==> src/sfe_params.svh <==
`ifndef SFE_PARAMS_SVH
`define SFE_PARAMS_SVH

`define SFE_ADDR_W 24
`define SFE_OP_ERASE_4K 8'h20
`define SFE_OP_ERASE_32K 8'h52
`define SFE_OP_ERASE_64K 8'hd8
`define SFE_OP_ERASE_CHIP 8'h60
`define SFE_OP_PROG_PAGE 8'h02
`define SFE_OP_PROG_SEQ 8'had
`define SFE_PAGE_BYTES 9'h100
`define SFE_ADDR_BYTES 2'h3
`define SFE_FILL_BYTE 8'hff
`define SFE_SECT_TOP 4'ha
`define SFE_SECT_8K_HI 4'h9
`define SFE_SECT_8K_LO 4'h8
`define SFE_SECT_32K 4'h7
`define SFE_CLK_PERIOD_NS 100

`endif

==> src/sfe_pkg.sv <==
`include "sfe_params.svh"

package sfe_pkg;
	typedef enum logic [3:0] {
		ST_IDLE = 4'h1,
		ST_CMD = 4'h2,
		ST_ADDR = 4'h4,
		ST_DATA = 4'h8
	} sfe_state_e;

	typedef enum logic [6:0] {
		OP_NONE = 7'h01,
		OP_ERASE_4K = 7'h02,
		OP_ERASE_32K = 7'h04,
		OP_ERASE_64K = 7'h08,
		OP_ERASE_CHIP = 7'h10,
		OP_PROG_PAGE = 7'h20,
		OP_PROG_SEQ = 7'h40
	} sfe_op_e;

	typedef struct packed {
		logic [`SFE_ADDR_W-1:0] addr;
		logic [7:0] data;
	} sfe_word_s;
endpackage : sfe_pkg

==> src/sfe_stream_if.sv <==
`timescale 1ns/100ps

interface sfe_stream_if;
	logic valid;
	logic ready;
	sfe_pkg::sfe_word_s word;

	modport src (output valid, output word, input ready);
	modport snk (input valid, input word, output ready);
endinterface : sfe_stream_if

==> src/sfe_spi_front.sv <==
`timescale 1ns/100ps
`include "sfe_params.svh"

module sfe_spi_front (
	input wire logic clk_i,
	input wire logic srst_i,
	input wire logic cs_n_i,
	input wire logic sck_i,
	input wire logic si_i,
	output logic so_o,
	output logic so_oe_o,
	input wire logic [7:0] tx_data_i,
	input wire logic tx_valid_i,
	output logic tx_ready_o,
	input wire logic busy_i,
	output logic [7:0] cmd_o,
	output logic cmd_valid_o,
	output logic frame_start_o,
	output logic op_req_o,
	output sfe_pkg::sfe_op_e op_kind_o,
	output logic [`SFE_ADDR_W-1:0] op_addr_o,
	output logic [3:0] op_sector_o,
	output logic [8:0] op_count_o,
	output logic wr_valid_o,
	output logic [`SFE_ADDR_W-1:0] wr_addr_o,
	output logic [7:0] wr_data_o,
	input wire logic wr_ready_i,
	output logic overrun_o,
	output logic standby_o
);
	sfe_stream_if fill ();
	sfe_stream_if drain ();

	sfe_pkg::sfe_state_e state_reg, state_next;
	sfe_pkg::sfe_op_e op_kind_reg, op_kind_next;
	sfe_pkg::sfe_word_s pend_reg, pend_next;
	logic pend_v_reg, pend_v_next;
	logic cs_q_reg, sck_q_reg;
	logic [2:0] bit_cnt_reg, bit_cnt_next;
	logic [7:0] sh_in_reg, sh_in_next, cmd_reg, cmd_next, so_sh_reg, so_sh_next;
	logic [1:0] addr_cnt_reg, addr_cnt_next;
	logic [`SFE_ADDR_W-1:0] addr_reg, addr_next, op_addr_reg, op_addr_next;
	logic [8:0] dcnt_reg, dcnt_next, op_count_reg, op_count_next;
	logic [3:0] op_sector_reg, op_sector_next;
	logic so_oe_reg, so_oe_next, tx_ready_reg, tx_ready_next, cmd_valid_reg, cmd_valid_next;
	logic frame_start_reg, frame_start_next, op_req_reg, op_req_next;
	logic overrun_reg, overrun_next, standby_reg, standby_next, wait_reg, wait_next;
	logic sck_rise, sck_fall, cs_fall, cs_rise, is_prog;
	logic [7:0] new_byte;

	// sector index of an array address
	function automatic logic [3:0] sector_of(input logic [`SFE_ADDR_W-1:0] a);
		if (a[18:16] != 3'h7) begin
			sector_of = {1'b0, a[18:16]};
		end else if (!a[15]) begin
			sector_of = `SFE_SECT_32K;
		end else if (a[14]) begin
			sector_of = `SFE_SECT_TOP;
		end else if (a[13]) begin
			sector_of = `SFE_SECT_8K_HI;
		end else begin
			sector_of = `SFE_SECT_8K_LO;
		end
	endfunction : sector_of

	assign sck_rise = sck_i & ~sck_q_reg;
	assign sck_fall = ~sck_i & sck_q_reg;
	assign cs_fall = ~cs_n_i & cs_q_reg;
	assign cs_rise = cs_n_i & ~cs_q_reg;
	assign new_byte = {sh_in_reg[6:0], si_i};
	assign is_prog = (cmd_reg == `SFE_OP_PROG_PAGE) || (cmd_reg == `SFE_OP_PROG_SEQ);

	always_comb begin
		state_next = state_reg;
		bit_cnt_next = bit_cnt_reg;
		sh_in_next = sh_in_reg;
		cmd_next = cmd_reg;
		addr_cnt_next = addr_cnt_reg;
		addr_next = addr_reg;
		dcnt_next = dcnt_reg;
		pend_next = pend_reg;
		pend_v_next = pend_v_reg;
		overrun_next = overrun_reg;
		cmd_valid_next = 1'b0;
		frame_start_next = 1'b0;
		op_req_next = 1'b0;
		op_kind_next = op_kind_reg;
		op_addr_next = op_addr_reg;
		op_sector_next = op_sector_reg;
		op_count_next = op_count_reg;
		if (pend_v_reg && fill.ready) begin
			pend_v_next = 1'b0;
		end
		if (cs_fall) begin
			state_next = sfe_pkg::ST_CMD;
			bit_cnt_next = 3'h0;
			addr_cnt_next = 2'h0;
			dcnt_next = 9'h000;
			overrun_next = 1'b0;
			frame_start_next = 1'b1;
		end else if (cs_rise) begin
			state_next = sfe_pkg::ST_IDLE;
			op_kind_next = sfe_pkg::OP_NONE;
			if (addr_cnt_reg == `SFE_ADDR_BYTES) begin
				unique case (cmd_reg)
					`SFE_OP_ERASE_4K: op_kind_next = sfe_pkg::OP_ERASE_4K;
					`SFE_OP_ERASE_32K: op_kind_next = sfe_pkg::OP_ERASE_32K;
					`SFE_OP_ERASE_64K: op_kind_next = sfe_pkg::OP_ERASE_64K;
					`SFE_OP_PROG_PAGE: op_kind_next = (dcnt_reg != 9'h000) ? sfe_pkg::OP_PROG_PAGE : sfe_pkg::OP_NONE;
					`SFE_OP_PROG_SEQ: op_kind_next = (dcnt_reg != 9'h000) ? sfe_pkg::OP_PROG_SEQ : sfe_pkg::OP_NONE;
					default: op_kind_next = sfe_pkg::OP_NONE;
				endcase
			end
			if (state_reg != sfe_pkg::ST_CMD && cmd_reg == `SFE_OP_ERASE_CHIP) begin
				op_kind_next = sfe_pkg::OP_ERASE_CHIP;
			end
			op_req_next = (op_kind_next != sfe_pkg::OP_NONE) && (state_reg != sfe_pkg::ST_IDLE);
			op_addr_next = addr_reg;
			op_sector_next = sector_of(addr_reg);
			op_count_next = dcnt_reg;
		end else if (!cs_n_i && sck_rise && state_reg != sfe_pkg::ST_IDLE) begin
			sh_in_next = new_byte;
			bit_cnt_next = bit_cnt_reg + 3'h1;
			if (bit_cnt_reg == 3'h7) begin
				unique case (state_reg)
					sfe_pkg::ST_CMD: begin
						cmd_next = new_byte;
						cmd_valid_next = 1'b1;
						state_next = sfe_pkg::ST_ADDR;
					end
					sfe_pkg::ST_ADDR: begin
						addr_next = {addr_reg[15:0], new_byte};
						addr_cnt_next = addr_cnt_reg + 2'h1;
						if (addr_cnt_reg == 2'h2) begin
							state_next = sfe_pkg::ST_DATA;
						end
					end
					sfe_pkg::ST_DATA: begin
						if (is_prog && pend_v_next) begin
							overrun_next = 1'b1;
						end else if (is_prog) begin
							pend_next.addr = addr_reg;
							pend_next.data = new_byte;
							pend_v_next = 1'b1;
							if (cmd_reg == `SFE_OP_PROG_SEQ) begin
								addr_next = addr_reg + `SFE_ADDR_W'(1);
							end else begin
								addr_next = {addr_reg[`SFE_ADDR_W-1:8], addr_reg[7:0] + 8'h01};
							end
							if (dcnt_reg != `SFE_PAGE_BYTES) begin
								dcnt_next = dcnt_reg + 9'h001;
							end
						end
					end
					default: state_next = sfe_pkg::ST_IDLE;
				endcase
			end
		end
	end

	always_ff @(posedge clk_i) begin
		if (srst_i) begin
			state_reg <= sfe_pkg::ST_IDLE;
			bit_cnt_reg <= 3'h0;
			sh_in_reg <= 8'h00;
			cmd_reg <= 8'h00;
			addr_cnt_reg <= 2'h0;
			addr_reg <= '0;
			dcnt_reg <= 9'h000;
			pend_reg <= '0;
			pend_v_reg <= 1'b0;
			overrun_reg <= 1'b0;
			cmd_valid_reg <= 1'b0;
			frame_start_reg <= 1'b0;
			op_req_reg <= 1'b0;
			op_kind_reg <= sfe_pkg::OP_NONE;
			op_addr_reg <= '0;
			op_sector_reg <= 4'h0;
			op_count_reg <= 9'h000;
		end else begin
			state_reg <= state_next;
			bit_cnt_reg <= bit_cnt_next;
			sh_in_reg <= sh_in_next;
			cmd_reg <= cmd_next;
			addr_cnt_reg <= addr_cnt_next;
			addr_reg <= addr_next;
			dcnt_reg <= dcnt_next;
			pend_reg <= pend_next;
			pend_v_reg <= pend_v_next;
			overrun_reg <= overrun_next;
			cmd_valid_reg <= cmd_valid_next;
			frame_start_reg <= frame_start_next;
			op_req_reg <= op_req_next;
			op_kind_reg <= op_kind_next;
			op_addr_reg <= op_addr_next;
			op_sector_reg <= op_sector_next;
			op_count_reg <= op_count_next;
		end
	end

	// output shifter and power state
	always_comb begin
		so_sh_next = so_sh_reg;
		tx_ready_next = 1'b0;
		so_oe_next = ~cs_n_i;
		wait_next = wait_reg;
		if (!cs_n_i && sck_fall) begin
			if (bit_cnt_reg == 3'h0 && state_reg != sfe_pkg::ST_CMD && state_reg != sfe_pkg::ST_IDLE) begin
				so_sh_next = tx_valid_i ? tx_data_i : `SFE_FILL_BYTE;
				tx_ready_next = tx_valid_i;
			end else begin
				so_sh_next = {so_sh_reg[6:0], 1'b1};
			end
		end
		if (op_req_reg) begin
			wait_next = 1'b1;
		end else if (busy_i) begin
			wait_next = 1'b0;
		end
		standby_next = cs_n_i && !busy_i && !wait_next && !op_req_next;
	end

	always_ff @(posedge clk_i) begin
		if (srst_i) begin
			cs_q_reg <= 1'b1;
			sck_q_reg <= 1'b0;
			so_sh_reg <= `SFE_FILL_BYTE;
			so_oe_reg <= 1'b0;
			tx_ready_reg <= 1'b0;
			wait_reg <= 1'b0;
			standby_reg <= 1'b1;
		end else begin
			cs_q_reg <= cs_n_i;
			sck_q_reg <= sck_i;
			so_sh_reg <= so_sh_next;
			so_oe_reg <= so_oe_next;
			tx_ready_reg <= tx_ready_next;
			wait_reg <= wait_next;
			standby_reg <= standby_next;
		end
	end

	assign fill.valid = pend_v_reg;
	assign fill.word = pend_reg;
	assign drain.ready = wr_ready_i;

	sfe_buf u_buf (
		.clk_i(clk_i),
		.srst_i(srst_i),
		.fill(fill),
		.drain(drain)
	);

	assign so_o = so_sh_reg[7];
	assign so_oe_o = so_oe_reg;
	assign tx_ready_o = tx_ready_reg;
	assign cmd_o = cmd_reg;
	assign cmd_valid_o = cmd_valid_reg;
	assign frame_start_o = frame_start_reg;
	assign op_req_o = op_req_reg;
	assign op_kind_o = op_kind_reg;
	assign op_addr_o = op_addr_reg;
	assign op_sector_o = op_sector_reg;
	assign op_count_o = op_count_reg;
	assign wr_valid_o = drain.valid;
	assign wr_addr_o = drain.word.addr;
	assign wr_data_o = drain.word.data;
	assign overrun_o = overrun_reg;
	assign standby_o = standby_reg;
endmodule : sfe_spi_front

==> src/sfe_buf.sv <==
`timescale 1ns/100ps

// two-entry buffer; fill side ready is low only when both entries hold words
module sfe_buf (
	input wire logic clk_i,
	input wire logic srst_i,
	sfe_stream_if.snk fill,
	sfe_stream_if.src drain
);
	sfe_pkg::sfe_word_s d0_reg, d0_next, d1_reg, d1_next;
	logic v0_reg, v0_next, v1_reg, v1_next;
	logic push, pop;

	assign push = fill.valid & ~v1_reg;
	assign pop = v0_reg & drain.ready;
	assign fill.ready = ~v1_reg;
	assign drain.valid = v0_reg;
	assign drain.word = d0_reg;

	always_comb begin
		d0_next = d0_reg;
		d1_next = d1_reg;
		v0_next = v0_reg;
		v1_next = v1_reg;
		if (pop && v1_reg) begin
			d0_next = d1_reg;
			v0_next = 1'b1;
			v1_next = push;
			if (push) begin
				d1_next = fill.word;
			end
		end else if (pop) begin
			v0_next = push;
			if (push) begin
				d0_next = fill.word;
			end
		end else if (push && !v0_reg) begin
			d0_next = fill.word;
			v0_next = 1'b1;
		end else if (push) begin
			d1_next = fill.word;
			v1_next = 1'b1;
		end
	end

	always_ff @(posedge clk_i) begin
		if (srst_i) begin
			d0_reg <= '0;
			d1_reg <= '0;
			v0_reg <= 1'b0;
			v1_reg <= 1'b0;
		end else begin
			d0_reg <= d0_next;
			d1_reg <= d1_next;
			v0_reg <= v0_next;
			v1_reg <= v1_next;
		end
	end
endmodule : sfe_buf

==> config.mk <==
export PLATFORM = sky130hd
export DESIGN_NAME = sfe_spi_front
export DESIGN_NICKNAME = d
export VERILOG_FILES = /design/src/sfe_pkg.sv /design/src/sfe_stream_if.sv /design/src/sfe_spi_front.sv /design/src/sfe_buf.sv
export VERILOG_INCLUDE_DIRS = /design/src
export SDC_FILE = /design/constraint.sdc
export NUM_CORES = 1
export LEC_CHECK = 0
export BUFFER_PORTS_ARGS = -buffer_cell sky130_fd_sc_hd__buf_4
export CAP_MARGIN = 10
export CORE_MARGIN = 10
export CORE_UTILIZATION = 25
export DETAILED_ROUTE_END_ITERATION = 16
export PLACE_DENSITY = 0.5
export RECOVER_POWER = 25
export SLEW_MARGIN = 20
export SYNTH_ARGS = -nofsm -noshare
export SYNTH_HDL_FRONTEND = slang
export SYNTH_SLANG_ARGS = --single-unit
==> constraint.sdc <==
create_clock -name clk_i -period 7.44 [get_ports clk_i]
set_input_delay 1.116 -clock clk_i [delete_from_list [all_inputs] [get_ports clk_i]]
set_output_delay 1.116 -clock clk_i [all_outputs]
set_load 0.01 [all_outputs]
==> metrics.txt <==
CP required 7880 ps; largest net degree at the start of global routing 105; Worst-Margin Slew 1186 ps; Hold Crit Class flop to flop; Yosys reg bits 218; Mapped Avg Cell Area 8.530 µm²; per-cell routed wire length 17.13 µm; Post-Route WL 28.11 mm; diode count 0; area growth from synthesis to layout 20.19%; Power Dens Cells 226.1 nW/µm²; Worst Skew 11.93 ps; CTS tree built; worst slack, placed 3256 ps; CP startpoint kind input pin; total core area 36790 µm²; met3 global-route usage 3.344%; Final #Nets 1184; ys async rst share 0%; Chip Height 213.7 µm; total track usage 11.96%; Max Clk Rate 283.9 MHz; count of cell types in the netlist 61; status completed; gr busiest metal met2; CTS sink count 218; post-synthesis cell area 9383 µm²; Routed Antenna Nets 0; Placer Congestion 0.7953; Critical Path, Cell by Cell clkbuf_1 -> ha_1 -> buf_4 -> inv_1 -> nand4_1 -> a2111o_1 -> or4_1 -> a21oi_1; CTS max path bufs 3; Crit path largest cell delay 630 ps; CTS clk-pin slew, worst paths 60 ps; Leak 0.004081 µW; met1 GRT Util 17.08%; vias in the first global route 7608; initial antenna violation count 0; via count 8047; Setup-failing EPs final 0; setup TNS 0 ps; sequential element share of the synthesized area 46.51%; root buf cell clkbuf_16; Vias/cell 4.904; syn nets 1126; Inst Count DP 1598; Max VDD drop 0.1351 mV; grt met2 use 17.47%; Tmin final 3522 ps; DRT iter0 DRCs 563; HPWL after DPL 19.02 mm; Post-CTS Resized 0; die width 213.7 µm; global-route wire length before repair 44.73 mm; layout cells sized above 1 11.51%; Max-Cap Viols 0; Slew headroom 20.93%; worst-path fanout max 48; RSZ-0062 raised after global routing false; clock latency on the worst-skew pair 520 ps; Pins Over Slew Limit 0; FP Rows 70; WS Path Type input pin to flop; DR pass1 iterations 5; synthesized instance count 1100; top_reg_cell synth dfxtp_1; setup ws final 3918 ps; Final Power 2549 µW; Fin. Hold Viols 0; Top Ports 109; WP data arrival 3970 ps; Num CTS Buffers 25; critical path capture point type flop; hold buffer count at cts 0; Post-CTS Repair Setup Buffers 0; die area 45680 µm²; grt total ovfl 0; # DRC 0; Non-Filler Instances 1641; Final period util 47.35%; Post-synth EDFFs 0; slowest stage cell, crit path a2111o_1; Max H-tree Level 1; Layout Utilization 30.66%; Starting Density 25.51%; Yosys warnings 0; # port buffers 108
layer usage:
layer / vias up / part of all wire [%]
met4: 0 / 1.5
met3: 31 / 7.3
met5: - / 0
met2: 223 / 42
met1: 3746 / 49
li1: 4047 / -
per-stage QoR:
step | instance area [µm²] | hold slack (ps)
2_1_floorplan | 9383 | 435.7
3_3_place_gp | 10570 | 440.3
3_5_place_dp | 10570 | 445.6
4_1_cts | 11440 | 453.7
5_1_grt | 11280 | 474.1
6_report | 11280 | 451.8
final timing paths:
check	start	end	slack [ps]	cells after the start
setup / recovery	cs_n_i	dcnt_reg[7]	3920	8
hold / removal	u_buf.d1_reg[20]	u_buf.d1_reg[20]	450	2
setup reg to reg	cs_q_reg	dcnt_reg[7]	4310	8
hold reg to reg	u_buf.d1_reg[20]	u_buf.d1_reg[20]	450	2
cell usage after synthesis (all sizes together), types with 12 or more instances:
cell type / count / area, µm²
a211oi: 40 / 300.3
a21oi: 103 / 515.5
a221oi: 12 / 111.4
clkbuf: 83 / 311.6
dfxtp: 218 / 4364
inv: 22 / 82.58
mux2i: 84 / 840.8
nand2: 181 / 679.4
nand3: 21 / 105.1
nor2: 120 / 450.4
o211ai: 16 / 120.1
o21ai: 22 / 110.1
o32ai: 12 / 105.1
power by group:
part	internal [µW]	total (µW)	switching (µW)	leakage [µW]
Sequential	1170	1180	4.62	0.00176
Combinational	19.0	63.9	44.9	0.00190
Clock	809	1310	500	0.000425
Total	2000	2550	549	0.00408
final cells by class:
cell class,instances,area (µm²)
clock buffers,32,711.9
clock inverters,10,158.9
fillers,3940,25510
inverters,22,82.58
multi-input cells,770,4627
flip-flops and latches,218,4364
well taps,468,585.6
repair buffers,121,747.0
worst max-delay path, delay by kind of cell:
family                     cells  cell delay (ps)
buffers and inverters          3              990
AOI/OAI and AO/OA              2              790
adders and majority gates      1              210
and+or+nand+nor                2              800
kinds of logic after synthesis:
kind of cell / synth area share (%)
mux: 8.961
buf+inv: 4.507
simple gates: 20.15
fa+ha+maj: 1.334
flops: 46.51
compound gates: 18.26
xor+xnor: 0.2801
placed cells by master, fill, tap and decap left out, types with 21 or more instances in the layout:
master,n
nor2_1,120
inv_1,22
clkbuf_16,25
a21oi_1,103
clkbuf_1,46
o21ai_0,21
a211oi_1,40
dfxtp_1,218
buf_4,74
nand2_1,181
mux2i_1,84
(Power assumes the default switching activity.)
